File: config.mk
export PLATFORM = sky130hd
export DESIGN_NAME = vanc_serial_stream_pacer
export DESIGN_NICKNAME = d
export VERILOG_FILES = /design/src/rtl/vanc_pacer_pkg.sv /design/src/rtl/serial_uart.sv /design/src/rtl/vanc_serial_stream_pacer.sv
export SDC_FILE = /design/constraint.sdc
export NUM_CORES = 2
export LEC_CHECK = 0
export BUFFER_PORTS_ARGS = -buffer_cell sky130_fd_sc_hd__buf_2
export CAP_MARGIN = 20
export CORE_MARGIN = 2
export CORE_UTILIZATION = 45
export DETAILED_ROUTE_END_ITERATION = 8
export PLACE_DENSITY_LB_ADDON = 0.08
export SLEW_MARGIN = 10
export SYNTH_ARGS = -nofsm -noshare
export SYNTH_HDL_FRONTEND = slang
export SYNTH_HIERARCHICAL = 1
export SYNTH_SLANG_ARGS = --single-unit
File: constraint.sdc
create_clock -name clk -period 3.31 [get_ports clk]
set_input_delay 0.662 -clock clk [delete_from_list [all_inputs] [get_ports clk]]
set_output_delay 0.662 -clock clk [all_outputs]
set_load 0.01 [all_outputs]
File: src/rtl/vanc_pacer_pkg.sv
// Shared constants and types for the serial stream pacer
package vanc_pacer_pkg;
  localparam int CLK_HZ = 200_000_000;
  localparam int NUM_CH = 4;
  localparam int PTR_W = 5;
  localparam logic [5:0] FIFO_FULL = 6'h20;
  // Pause early: characters already in flight must still fit
  localparam logic [5:0] XOFF_LEVEL = 6'h18;
  localparam logic [5:0] XON_LEVEL = 6'h08;
  localparam logic [7:0] PAUSE_CHAR = 8'h13;
  localparam logic [7:0] RESUME_CHAR = 8'h11;
  localparam logic [15:0] RAW_STREAM_PORT = 16'h1E6C;
  // Register byte offsets
  localparam logic [7:0] ADDR_CTRL = 8'h00;
  localparam logic [7:0] ADDR_SERIAL = 8'h04;
  localparam logic [7:0] ADDR_NET = 8'h08;
  localparam logic [7:0] ADDR_STATUS = 8'h0C;
  localparam logic [7:0] ADDR_QUOTA0 = 8'h10;
  localparam logic [7:0] ADDR_LAST = 8'h1C;
  // Field positions
  localparam int CTRL_SER_EN = 0;
  localparam int CTRL_SER_CH = 1;
  localparam int CTRL_SER_DIR = 3;
  localparam int SER_DIFF = 0;
  localparam int SER_BAUD = 1;
  localparam int SER_BITS8 = 4;
  localparam int SER_PAR = 5;
  localparam int SER_STOP2 = 7;
  localparam int SER_FLOW = 8;
  localparam int NET_CLIENT = 0;
  localparam int NET_REAR = 4;
  localparam int NET_PORT = 16;
  localparam int ST_PAUSED = 0;
  localparam int ST_OVF = 1;
  localparam int ST_LEVEL = 8;
  // Reset values, parity and response codes, baud rates
  localparam logic [2:0] BAUD_RST = 3'h4;
  localparam logic [7:0] QUOTA_RST = 8'h64;
  localparam logic [1:0] PAR_NONE = 2'h0;
  localparam logic [1:0] PAR_ODD = 2'h1;
  localparam logic [1:0] PAR_EVEN = 2'h2;
  localparam logic [1:0] RESP_OKAY = 2'h0;
  localparam logic [1:0] RESP_SLVERR = 2'h2;
  localparam int BAUD_0 = 9600;
  localparam int BAUD_1 = 19200;
  localparam int BAUD_2 = 38400;
  localparam int BAUD_3 = 57600;
  localparam int BAUD_4 = 115200;
  typedef enum logic [1:0] {FLOW_RUN = 2'b01, FLOW_PAUSED = 2'b10} flow_state_type;
  // Clock cycles per serial bit for a baud code
  function automatic logic [15:0] baud_div(input logic [2:0] sel);
    case (sel)
      3'h0: baud_div = 16'(CLK_HZ / BAUD_0);
      3'h1: baud_div = 16'(CLK_HZ / BAUD_1);
      3'h2: baud_div = 16'(CLK_HZ / BAUD_2);
      3'h3: baud_div = 16'(CLK_HZ / BAUD_3);
      default: baud_div = 16'(CLK_HZ / BAUD_4);
    endcase
  endfunction
endpackage

File: src/rtl/serial_uart.sv
// Asynchronous serial transmitter and receiver with run-time framing
`timescale 1ns/100ps
module serial_uart
  import vanc_pacer_pkg::*;
(
  input wire logic clk,
  input wire logic reset_n,
  input wire logic [15:0] divisor,
  input wire logic bits8,
  input wire logic [1:0] parity,
  input wire logic stop2,
  input wire logic rx_pin,
  output logic rx_valid,
  output logic [7:0] rx_data,
  input wire logic tx_start,
  input wire logic [7:0] tx_data,
  output logic tx_busy,
  output logic tx_pin
);
  logic rx_meta, rx_sync, rx_busy;
  logic [15:0] rx_cnt, tx_cnt;
  logic [3:0] rx_idx, tx_idx, rx_len, tx_len;
  logic [8:0] rx_shift;
  logic [11:0] tx_frame;

  // Parity over the active data bits
  function automatic logic par_bit(input logic [7:0] d, input logic b8, input logic [1:0] m);
    par_bit = ^(b8 ? d : {1'b0, d[6:0]}) ^ (m == PAR_ODD);
  endfunction

  assign rx_len = 4'(bits8 ? 8 : 7) + 4'(parity != PAR_NONE);
  assign tx_len = rx_len + 4'(stop2 ? 3 : 2);

  // Two-stage synchroniser on the line
  always_ff @(posedge clk) begin
    if (!reset_n) begin
      rx_meta <= 1'b1;
      rx_sync <= 1'b1;
    end else begin
      rx_meta <= rx_pin;
      rx_sync <= rx_meta;
    end
  end

  // Receiver samples mid-bit; only the first stop bit is checked
  always_ff @(posedge clk) begin
    if (!reset_n) begin
      rx_busy <= 1'b0;
      rx_cnt <= 16'h0000;
      rx_idx <= 4'h0;
      rx_shift <= 9'h000;
      rx_valid <= 1'b0;
      rx_data <= 8'h00;
    end else begin
      rx_valid <= 1'b0;
      if (!rx_busy) begin
        if (!rx_sync) begin
          rx_busy <= 1'b1;
          rx_cnt <= divisor >> 1;
          rx_idx <= 4'h0;
        end
      end else if (rx_cnt != 16'h0000) begin
        rx_cnt <= rx_cnt - 16'h0001;
      end else begin
        rx_cnt <= divisor - 16'h0001;
        rx_idx <= rx_idx + 4'h1;
        if (rx_idx == 4'h0) begin
          rx_busy <= ~rx_sync; // False start is dropped
        end else if (rx_idx <= rx_len) begin
          rx_shift[rx_idx - 4'h1] <= rx_sync;
        end else begin
          rx_busy <= 1'b0;
          // Framing or parity faults discard the character
          if (rx_sync && (parity == PAR_NONE ||
              par_bit(rx_shift[7:0], bits8, parity) == rx_shift[bits8 ? 8 : 7])) begin
            rx_valid <= 1'b1;
            rx_data <= bits8 ? rx_shift[7:0] : {1'b0, rx_shift[6:0]};
          end
        end
      end
    end
  end

  // Transmitter shifts a prebuilt frame, start bit first
  always_ff @(posedge clk) begin
    if (!reset_n) begin
      tx_busy <= 1'b0;
      tx_cnt <= 16'h0000;
      tx_idx <= 4'h0;
      tx_frame <= 12'hFFF;
      tx_pin <= 1'b1;
    end else if (!tx_busy) begin
      tx_pin <= 1'b1;
      if (tx_start) begin
        tx_busy <= 1'b1;
        tx_cnt <= divisor - 16'h0001;
        tx_idx <= 4'h0;
        tx_pin <= 1'b0;
        tx_frame <= 12'hFFF;
        tx_frame[7:0] <= {tx_data[6:0], 1'b0};
        tx_frame[8] <= bits8 ? tx_data[7] : par_bit(tx_data, bits8, parity) | (parity == PAR_NONE);
        tx_frame[9] <= (bits8 && parity != PAR_NONE) ? par_bit(tx_data, bits8, parity) : 1'b1;
      end
    end else if (tx_cnt != 16'h0000) begin
      tx_cnt <= tx_cnt - 16'h0001;
    end else begin
      tx_cnt <= divisor - 16'h0001;
      tx_idx <= tx_idx + 4'h1;
      tx_frame <= {1'b1, tx_frame[11:1]};
      tx_pin <= tx_frame[1];
      if (tx_idx + 4'h1 == tx_len) begin
        tx_busy <= 1'b0;
        tx_pin <= 1'b1;
      end
    end
  end
endmodule

File: src/rtl/vanc_serial_stream_pacer.sv
// Stream pacer: per-stream ingress buffers, quota drain, serial flow control
//
// The AXI4-Lite interface to the registers and the register addresses were left to the implementer.
`timescale 1ns/100ps
// Functional notes
// Four insert and four extract streams, each with own source and settings.
// All streams may use network; at most one uses the serial port.
// Serial insert rate limited to min of baud and rate x 10 x quota.
// Each serial byte carries one start and one stop bit; with stop2 set the code sends two stop bits.
// Boundary is field tick when interlaced, frame tick when progressive.
// Above reserved rate, pause and resume the sender in band.
// Sender must obey pause; ignored pauses overflow and lose data.
// Senders without flow control should pick a large enough quota.
// Decode baud must be at least the extracted data rate.
// Network insert stream accepts exactly quota bytes per boundary; code accepts while its buffer has room and drains at most quota per boundary.
// Each network channel is client or listening server, server at reset.
// Network raw channel uses socket port 7788.
// Each network channel routes to shared frame jack or card rear jack.
// Serial standard selectable, differential after reset.
// Baud rate selectable, 115200 after reset.
// Character length selectable, eight bits after reset.
// Parity none, odd or even, none after reset.
// Stop bits selectable, one after reset.
// Flow control in-band or none, none after reset.
// Pause is 0x13, resume is 0x11, pause sent before overflow.
// Each boundary drains at most quota bytes per stream, rest kept.
module vanc_serial_stream_pacer
  import vanc_pacer_pkg::*;
(
  input wire logic clk,
  input wire logic reset_n,
  input wire logic [7:0] s_axi_awaddr,
  input wire logic s_axi_awvalid,
  output logic s_axi_awready,
  input wire logic [31:0] s_axi_wdata,
  input wire logic [3:0] s_axi_wstrb,
  input wire logic s_axi_wvalid,
  output logic s_axi_wready,
  output logic [1:0] s_axi_bresp,
  output logic s_axi_bvalid,
  input wire logic s_axi_bready,
  input wire logic [7:0] s_axi_araddr,
  input wire logic s_axi_arvalid,
  output logic s_axi_arready,
  output logic [31:0] s_axi_rdata,
  output logic [1:0] s_axi_rresp,
  output logic s_axi_rvalid,
  input wire logic s_axi_rready,
  input wire logic field_tick,
  input wire logic frame_tick,
  input wire logic progressive,
  input wire logic [3:0] net_in_valid,
  input wire logic [31:0] net_in_data,
  output logic [3:0] net_in_ready,
  output logic ins_valid,
  output logic [1:0] ins_chan,
  output logic [7:0] ins_data,
  input wire logic ins_ready,
  input wire logic ext_valid,
  input wire logic [1:0] ext_chan,
  input wire logic [7:0] ext_data,
  output logic ext_ready,
  output logic net_out_valid,
  output logic [1:0] net_out_chan,
  output logic [7:0] net_out_data,
  input wire logic net_out_ready,
  output logic [3:0] net_role_client,
  output logic [3:0] net_use_rear_jack,
  output logic [15:0] raw_stream_port,
  output logic ser_diff_mode,
  input wire logic ser_rx,
  output logic ser_tx
);
  ////////////////////////////////////////////////////////////////////////////
  logic ser_en, ser_dir, bits8, stop2, flow_on;
  logic [1:0] ser_ch, parity;
  logic [2:0] baud_sel;
  logic [3:0] ovf;
  logic [7:0] quota [NUM_CH];
  logic aw_got, w_got;
  logic [7:0] aw_addr;
  logic [31:0] w_data;
  logic [3:0] w_strb;
  logic wr_fire, rd_fire;
  logic [31:0] rd_word;

  // Word-aligned decode inside the map; everything else is an error
  function automatic logic addr_ok(input logic [7:0] a);
    addr_ok = (a <= ADDR_LAST) && (a[1:0] == 2'h0);
  endfunction

  // Address and data in either order; response follows both
  assign s_axi_awready = !aw_got && !s_axi_bvalid;
  assign s_axi_wready = !w_got && !s_axi_bvalid;
  assign wr_fire = aw_got && w_got && !s_axi_bvalid;
  assign s_axi_arready = !s_axi_rvalid;
  assign rd_fire = s_axi_arvalid && s_axi_arready;

  // Write channel capture and response
  always_ff @(posedge clk) begin
    if (!reset_n) begin
      aw_got <= 1'b0;
      w_got <= 1'b0;
      aw_addr <= 8'h00;
      w_data <= 32'h0000_0000;
      w_strb <= 4'h0;
      s_axi_bvalid <= 1'b0;
      s_axi_bresp <= RESP_OKAY;
    end else begin
      if (s_axi_awvalid && s_axi_awready) begin
        aw_got <= 1'b1;
        aw_addr <= s_axi_awaddr;
      end
      if (s_axi_wvalid && s_axi_wready) begin
        w_got <= 1'b1;
        w_data <= s_axi_wdata;
        w_strb <= s_axi_wstrb;
      end
      if (wr_fire) begin
        aw_got <= 1'b0;
        w_got <= 1'b0;
        s_axi_bvalid <= 1'b1;
        s_axi_bresp <= addr_ok(aw_addr) ? RESP_OKAY : RESP_SLVERR;
      end else if (s_axi_bready) begin
        s_axi_bvalid <= 1'b0;
      end
    end
  end

  // Configuration registers; byte lanes gate their own fields
  always_ff @(posedge clk) begin
    if (!reset_n) begin
      ser_en <= 1'b0;
      ser_ch <= 2'h0;
      ser_dir <= 1'b0;
      ser_diff_mode <= 1'b1;
      baud_sel <= BAUD_RST;
      bits8 <= 1'b1;
      parity <= PAR_NONE;
      stop2 <= 1'b0;
      net_role_client <= 4'h0;
      net_use_rear_jack <= 4'h0;
      for (int i = 0; i < NUM_CH; i++) begin
        quota[i] <= QUOTA_RST;
      end
    end else if (wr_fire && w_strb[0]) begin
      case (aw_addr)
        ADDR_CTRL: begin
          ser_en <= w_data[CTRL_SER_EN];
          ser_ch <= w_data[CTRL_SER_CH +: 2];
          ser_dir <= w_data[CTRL_SER_DIR];
        end
        ADDR_SERIAL: begin
          ser_diff_mode <= w_data[SER_DIFF];
          baud_sel <= w_data[SER_BAUD +: 3];
          bits8 <= w_data[SER_BITS8];
          parity <= w_data[SER_PAR +: 2];
          stop2 <= w_data[SER_STOP2];
        end
        ADDR_NET: begin
          net_role_client <= w_data[NET_CLIENT +: 4];
          net_use_rear_jack <= w_data[NET_REAR +: 4];
        end
        default: begin
          if (aw_addr >= ADDR_QUOTA0 && addr_ok(aw_addr)) begin
            quota[aw_addr[3:2]] <= w_data[7:0];
          end
        end
      endcase
    end
  end

  // Flow enable lives in byte lane 1
  always_ff @(posedge clk) begin
    if (!reset_n) begin
      flow_on <= 1'b0;
    end else if (wr_fire && w_strb[1] && aw_addr == ADDR_SERIAL) begin
      flow_on <= w_data[SER_FLOW];
    end
  end

  assign raw_stream_port = RAW_STREAM_PORT;

  ////////////////////////////////////////////////////////////////////////////
  // Ingress buffers, one per insert stream
  logic [7:0] mem [NUM_CH][2**PTR_W];
  logic [PTR_W-1:0] wp [NUM_CH];
  logic [PTR_W-1:0] rp [NUM_CH];
  logic [5:0] cnt [NUM_CH];
  logic [7:0] credit [NUM_CH];
  logic [3:0] push, ser_route_in, ovf_set;
  logic [7:0] push_data [NUM_CH];
  logic [1:0] cur;
  logic pop, boundary, rx_valid, tx_busy, tx_start;
  logic [7:0] rx_data, tx_data;
  logic [5:0] ser_level;

  assign boundary = progressive ? frame_tick : field_tick;
  assign ser_level = cnt[ser_ch];

  // The serial port feeds at most one stream
  always_comb begin
    for (int i = 0; i < NUM_CH; i++) begin
      ser_route_in[i] = ser_en && !ser_dir && ser_ch == 2'(i);
      net_in_ready[i] = !ser_route_in[i] && cnt[i] != FIFO_FULL;
      push[i] = ser_route_in[i] ? (rx_valid && cnt[i] != FIFO_FULL)
                                : (net_in_valid[i] && net_in_ready[i]);
      push_data[i] = ser_route_in[i] ? rx_data : net_in_data[8*i +: 8];
      // An ignored pause loses the excess here
      ovf_set[i] = ser_route_in[i] && rx_valid && cnt[i] == FIFO_FULL;
    end
  end

  // Pop while the current stream has credit and data
  assign pop = (!ins_valid || ins_ready) && credit[cur] != 8'h00 && cnt[cur] != 6'h00;

  // Buffer pointers and storage
  always_ff @(posedge clk) begin
    if (!reset_n) begin
      for (int i = 0; i < NUM_CH; i++) begin
        wp[i] <= '0;
        rp[i] <= '0;
        cnt[i] <= 6'h00;
      end
    end else begin
      for (int i = 0; i < NUM_CH; i++) begin
        if (push[i]) begin
          mem[i][wp[i]] <= push_data[i];
          wp[i] <= wp[i] + 1'b1;
        end
        if (pop && cur == 2'(i)) begin
          rp[i] <= rp[i] + 1'b1;
        end
        cnt[i] <= cnt[i] + 6'(push[i]) - 6'(pop && cur == 2'(i));
      end
    end
  end

  // Credit is reloaded, not accumulated, so unused quota never carries over
  always_ff @(posedge clk) begin
    if (!reset_n) begin
      for (int i = 0; i < NUM_CH; i++) begin
        credit[i] <= 8'h00;
      end
    end else begin
      for (int i = 0; i < NUM_CH; i++) begin
        if (boundary) begin
          credit[i] <= quota[i];
        end else if (pop && cur == 2'(i)) begin
          credit[i] <= credit[i] - 8'h01;
        end
      end
    end
  end

  // Drain to the inserter, streams visited round robin
  always_ff @(posedge clk) begin
    if (!reset_n) begin
      ins_valid <= 1'b0;
      ins_chan <= 2'h0;
      ins_data <= 8'h00;
      cur <= 2'h0;
    end else begin
      if (pop) begin
        ins_valid <= 1'b1;
        ins_chan <= cur;
        ins_data <= mem[cur][rp[cur]];
      end else begin
        if (ins_ready) begin
          ins_valid <= 1'b0;
        end
        if (!ins_valid || ins_ready) begin
          cur <= cur + 2'h1;
        end
      end
    end
  end

  // Sticky overflow; a new overflow beats a same-cycle clear
  always_ff @(posedge clk) begin
    if (!reset_n) begin
      ovf <= 4'h0;
    end else begin
      ovf <= (ovf & ~((wr_fire && aw_addr == ADDR_STATUS && w_strb[0])
             ? w_data[ST_OVF +: 4] : 4'h0)) | ovf_set;
    end
  end

  ////////////////////////////////////////////////////////////////////////////
  // Serial flow control and transmit arbitration
  flow_state_type flow_state;
  logic flow_send, ser_route_out, net_take;
  logic [7:0] flow_char;

  // Pause near full, resume when drained or flow is off
  always_comb begin
    flow_send = 1'b0;
    flow_char = PAUSE_CHAR;
    case (flow_state)
      FLOW_RUN: begin
        flow_send = flow_on && ser_en && !ser_dir && ser_level >= XOFF_LEVEL;
      end
      FLOW_PAUSED: begin
        flow_send = !flow_on || !ser_en || ser_dir || ser_level <= XON_LEVEL;
        flow_char = RESUME_CHAR;
      end
      default: flow_send = 1'b0;
    endcase
  end

  always_ff @(posedge clk) begin
    if (!reset_n) begin
      flow_state <= FLOW_RUN;
    end else if (flow_send && !tx_busy) begin
      case (flow_state)
        FLOW_RUN: flow_state <= FLOW_PAUSED;
        FLOW_PAUSED: flow_state <= FLOW_RUN;
        default: flow_state <= FLOW_RUN;
      endcase
    end
  end

  // Serial extract bytes wait behind flow characters.
  // A decode baud below the stream rate simply back-pressures here.
  assign ser_route_out = ser_en && ser_dir && ext_chan == ser_ch;
  assign ext_ready = ser_route_out ? (!tx_busy && !flow_send)
                                   : (!net_out_valid || net_out_ready);
  assign net_take = ext_valid && ext_ready && !ser_route_out;
  assign tx_start = !tx_busy && (flow_send || (ext_valid && ser_route_out));
  assign tx_data = flow_send ? flow_char : ext_data;

  // Network extract output register
  always_ff @(posedge clk) begin
    if (!reset_n) begin
      net_out_valid <= 1'b0;
      net_out_chan <= 2'h0;
      net_out_data <= 8'h00;
    end else if (net_take) begin
      net_out_valid <= 1'b1;
      net_out_chan <= ext_chan;
      net_out_data <= ext_data;
    end else if (net_out_ready) begin
      net_out_valid <= 1'b0;
    end
  end

  serial_uart u_uart (
    .clk(clk),
    .reset_n(reset_n),
    .divisor(baud_div(baud_sel)),
    .bits8(bits8),
    .parity(parity),
    .stop2(stop2),
    .rx_pin(ser_rx),
    .rx_valid(rx_valid),
    .rx_data(rx_data),
    .tx_start(tx_start),
    .tx_data(tx_data),
    .tx_busy(tx_busy),
    .tx_pin(ser_tx)
  );

  ////////////////////////////////////////////////////////////////////////////
  // Read mux
  always_comb begin
    rd_word = 32'h0000_0000;
    case (s_axi_araddr)
      ADDR_CTRL: begin
        rd_word[CTRL_SER_EN] = ser_en;
        rd_word[CTRL_SER_CH +: 2] = ser_ch;
        rd_word[CTRL_SER_DIR] = ser_dir;
      end
      ADDR_SERIAL: begin
        rd_word[SER_DIFF] = ser_diff_mode;
        rd_word[SER_BAUD +: 3] = baud_sel;
        rd_word[SER_BITS8] = bits8;
        rd_word[SER_PAR +: 2] = parity;
        rd_word[SER_STOP2] = stop2;
        rd_word[SER_FLOW] = flow_on;
      end
      ADDR_NET: begin
        rd_word[NET_CLIENT +: 4] = net_role_client;
        rd_word[NET_REAR +: 4] = net_use_rear_jack;
        rd_word[NET_PORT +: 16] = RAW_STREAM_PORT;
      end
      ADDR_STATUS: begin
        rd_word[ST_PAUSED] = flow_state == FLOW_PAUSED;
        rd_word[ST_OVF +: 4] = ovf;
        rd_word[ST_LEVEL +: 6] = ser_level;
      end
      default: begin
        if (s_axi_araddr >= ADDR_QUOTA0 && addr_ok(s_axi_araddr)) begin
          rd_word[7:0] = quota[s_axi_araddr[3:2]];
        end
      end
    endcase
  end

  always_ff @(posedge clk) begin
    if (!reset_n) begin
      s_axi_rvalid <= 1'b0;
      s_axi_rdata <= 32'h0000_0000;
      s_axi_rresp <= RESP_OKAY;
    end else if (rd_fire) begin
      s_axi_rvalid <= 1'b1;
      s_axi_rdata <= rd_word;
      s_axi_rresp <= addr_ok(s_axi_araddr) ? RESP_OKAY : RESP_SLVERR;
    end else if (s_axi_rready) begin
      s_axi_rvalid <= 1'b0;
    end
  end
endmodule

# After elaboration in Yosys (flattened, before gate mapping)
# Memories as Yosys holds them, arrays and structs flattened. A register that Yosys moved wholly into a read port is not among the register bits.
# Cells that the tools add are included.
# word_totals
register_bits	183
ram_bits	1152
in_bits	112
out_inout_bits	94
wordCells	457
memories	6
# memory_table
memory	depth	width	read_ports	rd_ports_with_merged_regs	wr	line_no	source
mem	4	256	1	1	4	vanc_serial_stream_pacer.sv:186	logic [7:0] mem [NUM_CH][2**PTR_W];
credit	4	8	5	1	4	vanc_serial_stream_pacer.sv:190	logic [7:0] credit [NUM_CH];
quota	4	8	5	0	4	vanc_serial_stream_pacer.sv:79	logic [7:0] quota [NUM_CH];
cnt	4	6	6	2	4	vanc_serial_stream_pacer.sv:189	logic [5:0] cnt [NUM_CH];
rp	4	5	5	1	4	vanc_serial_stream_pacer.sv:188	logic [PTR_W-1:0] rp [NUM_CH];
wp	4	5	4	0	4	vanc_serial_stream_pacer.sv:187	logic [PTR_W-1:0] wp [NUM_CH];
# classes
add_sub_neg	29
magnitude_cmp	19
eq_ne	32
n_mux	168
bitwise	38
reduce_logical	122
# op_table
cell	n
$mux W256	4
$mux W8	23
$demux W8 S5	4
$mux W16	6
$mux W1	81
$logic_and A1 B1 Y1	65
$pmux W15 S4	1
$mux W5	9
$add A5 B1 Y5 const B	8
$bmux W8 S5	1
$mux W12	3
$eq A8 B4 Y1 const B	4
$lt A32 B6 Y1 const B	1
$mux W4	8
$reduce_bool A16 Y1	2
$sub A16 B1 Y16 const B	2
$sub A8 B1 Y8 const B	4
$ge A6 B6 Y1 const B	5
$mux W2	15
$not A5 Y6	5
$add A6 B1 Y6	4
$eq A6 B6 Y1 const B	4
$lt A6 B1 Y1 const B	4
$mux W6	4
other kinds (55)	141

# Depth between registers and ports, before layout
# logic_depth
word_depth	13
mapped_depth	21
depth_no_buf	17

# By module
# The synthesis kept the hierarchy.
# modules_own_cells
mod	n_inst	cells_each	area_each_um2	seq_area_each_um2
vanc_serial_stream_pacer	1	3055	52143.8	36254.8
serial_uart	1	578	4621.9	1441.4

# Worst setup path before layout
# Ideal clock, no wire load.
# synth_timing
kind	reg-to-reg
startpoint	memory credit[3][2]
endpoint	memory cnt[3][4]
setup_time_ps	128
t_arrival_ps	3500
required_time_ps	3182
slack_ps	-317
stages_incl_launch_ff	17
path_buffers	1
synth_period_minus_slack_ps	3627
path_cell_list	edfxtp_1 -> or4_1 -> or4_4 -> o21ai_4 -> o221ai_4 -> nand2_1 -> buf_2 -> nor2_1 -> ha_1 -> inv_1 -> ha_1 -> fa_1 -> a21oi_1 -> nor2_1 -> nor2_1 -> xor2_1 -> nor2_1
# synth_rtl
element	line_no
from (decl)	vanc_serial_stream_pacer.sv:190
to (decl)	vanc_serial_stream_pacer.sv:189

==> impl_results.md <==
* Run status: finished with violations
* Failing checks: negative setup slack
* Vias/cell at 6.009
* I/O pin cnt at 206
* # clock sinks at 1319
* First DRT Iteration DRCs at 4526
* WL final at 177700 µm
* EDFF count, synth at 1128
* Switching Power at 12990 µW
* Final WS setup at -0.1736 ns
* Hold Path Class: in2reg
* LEAKAGE at 0.02201 µW
* PwrDens at 675.9 mW/mm²
* Actual slew at the worst max-slew pin at 1.224 ns
* Synthesized instance count at 3633
* Ys Warns at 6
* Switch share at 29.30%
* Post-layout min period at 3.484 ns
* Clock transition at path regs at 0.06 ns
* Final setup vio count at 8
* Die Span Y at 359.2 µm
* VDD IR-drop max at 0.5453 mV
* Row cnt at 130
* Via count at 34720
* 1st-pass router iterations at 5
* Comb pwr share at 22.0%
* Slew headroom at 18.43%
* Largest net degree at the start of global routing at 105
* Gp weighted congestion at 0.9170
* #FFs+latches synth at 1319
* Ys async rst share at 0%
* Layout cell share with drive strength beyond 1 at 24.72%
* Fraction of the mapped netlist area in simple logic gates at 7.346%
* DRC Markers at 0
* Pint at 31330 µW
* Final hold vios at 0
* Setup CP Type: reg2reg
* Initial Utilization at 45.26%
* RSZ-0062 raised after global routing: true
* Period Utilization, post-route at 105.2%
* Maximum clock insertion buffer count at 3
* Die X at 359.2 µm
* Peak Freq at 287.1 MHz
* Final setup skew at 0.02723 ns
* Top FF cell, synth: edfxtp_1
* Die Footprint at 0.1290 mm²
* Cell area after layout at 0.06557 mm²
* MaxCap Viol Count at 0
* Seq pwr share at 43.2%
* Total CTS buffers at 143
* CORE AREA at 0.1254 mm²
* Mapped Area at 0.05677 mm²
* Register area share after synthesis at 66.41%
* Arr. time, crit path at 4.12 ns
* IO Port Bufs at 152
* Post-synth cell types at 82
* Area delta synth->final at 15.51%
* Crit start category: flip-flop
* GRT Util Overall at 27.34%
* Setup_tns at -0.7830 ns
* Placed Instance Area at 0.06066 mm²
* TritonCTS clock tree: yes
* Post-synthesis xor/xnor area fraction at 1.783%
* Adder and majority gate portion of the synthesized area at 1.904%
* Initial antenna violation count at 15
* Worst setup EP type: flip-flop
* WL/cell at 30.76 µm
* Clock share of power at 34.7%
* Largest family of logic cells by synthesized area: multiplexers
* Remaining Overflow, GRT at 0
* Nets at 4206
* CP required at 3.95 ns
* Fill count at 10390
* Clock latency on the worst-skew pair at 0.79 ns
* First-pass GRT wire length at 252500 µm
* Mux cell area share after synthesis at 15.58%
* Hold WS at 0.06375 ns
* Syn Area/Cell at 15.63 µm²
* Pwr Total at 44320 µW
* Vias in the first global route at 35280
* Detailed Place HPWL at 112000 µm
* Final antenna-violating net count at 0
* Worst-path maximum fanout at 3
* H-tree Lvls at 4
* Synth Area in Compound Gates at 4.269%
* Max-slew violations at 0
* Root Driver: clkbuf_16
* Post-layout util at 52.28%
## worst paths after layout
check	start	end	slack (ns)	cells after the start
worst min register to register	u_uart/rx_meta	u_uart/rx_sync	0.41	1
worst max-delay path	credit[1][1]	cnt[3][4]	-0.17	16
worst max register to register	credit[1][1]	cnt[3][4]	-0.17	16
worst min-delay path	ser_rx	u_uart/rx_meta	0.06	2
## cell families (layout without fill, tap and decap cells)
logic type	Yosys count	after routing
AND/OR/NAND/NOR	880	880
multiplexers	543	543
other	2	41
XOR/XNOR	114	114
flip-flops	1319	1319
AO/OA/AOI/OAI	381	381
buffers and inverters	310	766
adder cells (fa/ha/maj)	84	84
## flip-flops by register name, summed over array words and instances, names as in the netlist, 9 cells and up, named ones only
name             count
cnt                 24
credit              32
mem               1024
quota               32
rp                  20
s_axi_rdata         15
u_uart/rx_cnt       16
u_uart/rx_shift      9
u_uart/tx_cnt       16
u_uart/tx_frame      9
w_data               9
wp                  20
## synthesized netlist by cell type (4+ instances only)
cell / number / share of area (%)
o2bb2ai_1: 7 / 0.11
nand2_1: 204 / 1.3
nor4_1: 33 / 0.36
buf_2: 61 / 0.54
or4_1: 9 / 0.12
o31ai_1: 4 / 0.053
inv_1: 84 / 0.56
mux2_2: 53 / 1.1
and3_1: 11 / 0.12
o21bai_1: 4 / 0.053
a221oi_1: 16 / 0.25
a31oi_1: 5 / 0.055
nand3_1: 80 / 0.71
a22oi_1: 35 / 0.46
nor3_1: 47 / 0.41
a21o_1: 11 / 0.15
a21oi_1: 108 / 0.95
o21ai_0: 111 / 0.98
nand3b_1: 18 / 0.24
buf_1: 10 / 0.066
mux2i_1: 223 / 3.9
xor2_1: 64 / 0.99
and4_1: 5 / 0.077
o21a_1: 5 / 0.066
ha_1: 80 / 1.8
mux4_2: 267 / 11
nand2b_1: 17 / 0.19
nor2b_1: 28 / 0.31
and2_1: 19 / 0.21
nor3b_1: 7 / 0.093
buf_6: 10 / 0.20
fa_1: 4 / 0.14
edfxtp_1: 1128 / 60
dfxtp_1: 191 / 6.7
buf_4: 58 / 0.77
xnor2_1: 49 / 0.76
a211oi_1: 36 / 0.48
clkbuf_1: 87 / 0.58
or3_1: 13 / 0.14
nand4_1: 22 / 0.24
or3b_2: 8 / 0.12
or2_2: 8 / 0.088
nor2_1: 330 / 2.2
a311oi_1: 9 / 0.14
## area by class of cell
| cell class | instances | area, µm² | share of cell area (%) |
|---|---|---|---|
| timing repair buffer | 421 | 3064 | 4.673 |
| inverter | 84 | 320.3 | 0.4885 |
| clock buffer | 185 | 3806 | 5.805 |
| multi-input combinational | 2041 | 17900 | 27.30 |
| sequential | 1319 | 37710 | 57.51 |
| clock inverter | 76 | 703.2 | 1.072 |
| tap | 1650 | 2064 | 3.149 |
| antenna | 2 | 5.005 | 0.007633 |
## layer usage
metal / routed length (µm) / global-route usage, %
met5: 27 / 0
met4: 5558 / 8.894
met3: 15540 / 5.230
met2: 83360 / 43.60
met1: 73260 / 37.95
## timing repair
action / CTS / global route
resized for setup: 34 / 24
endpoints found under the setup margin: 17 / 40
pin swaps: 18 / 20
gates cloned: 0 / 1
setup buffers: 9 / 5
hold buffers: 0 / 0
## power by group through the flow
stage / clock [µW] / combinational [µW] / sequential (µW)
detailed placement: 0 / 9320 / 19500
global placement: 0 / 9180 / 19500
finish: 15400 / 9760 / 19200
floorplan: 0 / 5770 / 19300
CTS: 15600 / 9580 / 19100
global route: 16300 / 10300 / 19200
## worst max-delay path, stage by stage, from the launching register on
cell and delay (ns):
edfxtp_1 0.38, or4_4 0.57, or4b_4 0.50, nand4_1 0.14, o221ai_4 0.14, nand2_2 0.11
buf_6 0.11, nor2_4 0.04, ha_4 0.27, inv_2 0.03, ha_4 0.15, fa_2 0.38
a21oi_2 0.15, nor2_1 0.05, nor2_1 0.11, xor2_1 0.15, nor2_1 0.06
## metrics by stage
stage | worst slack, ns | std cells
after global routing | -0.3398 | 5776
after detailed placement | -0.2888 | 5497
after global placement | -0.2415 | 5493
after CTS | -0.1596 | 5767
final | -0.1736 | 5778
after floorplan | -0.1441 | 3670
## layout by cell type, fill, tap and decap left out, drive strengths merged, types with 49 or more instances in the layout
master  synthesis  final
xnor2          49     49
mux2           53     53
o21ai         114    114
mux2i         223    223
nor2          332    332
nand2         204    204
buf           139    420
clkbuf         87    186
a21oi         108    108
nand3          80     80
inv            84     90
ha             80     80
dfxtp         191    191
mux4          267    267
edfxtp       1128   1128
xor2           64     64
clkinv          0     61
(Power assumes the default switching activity.)
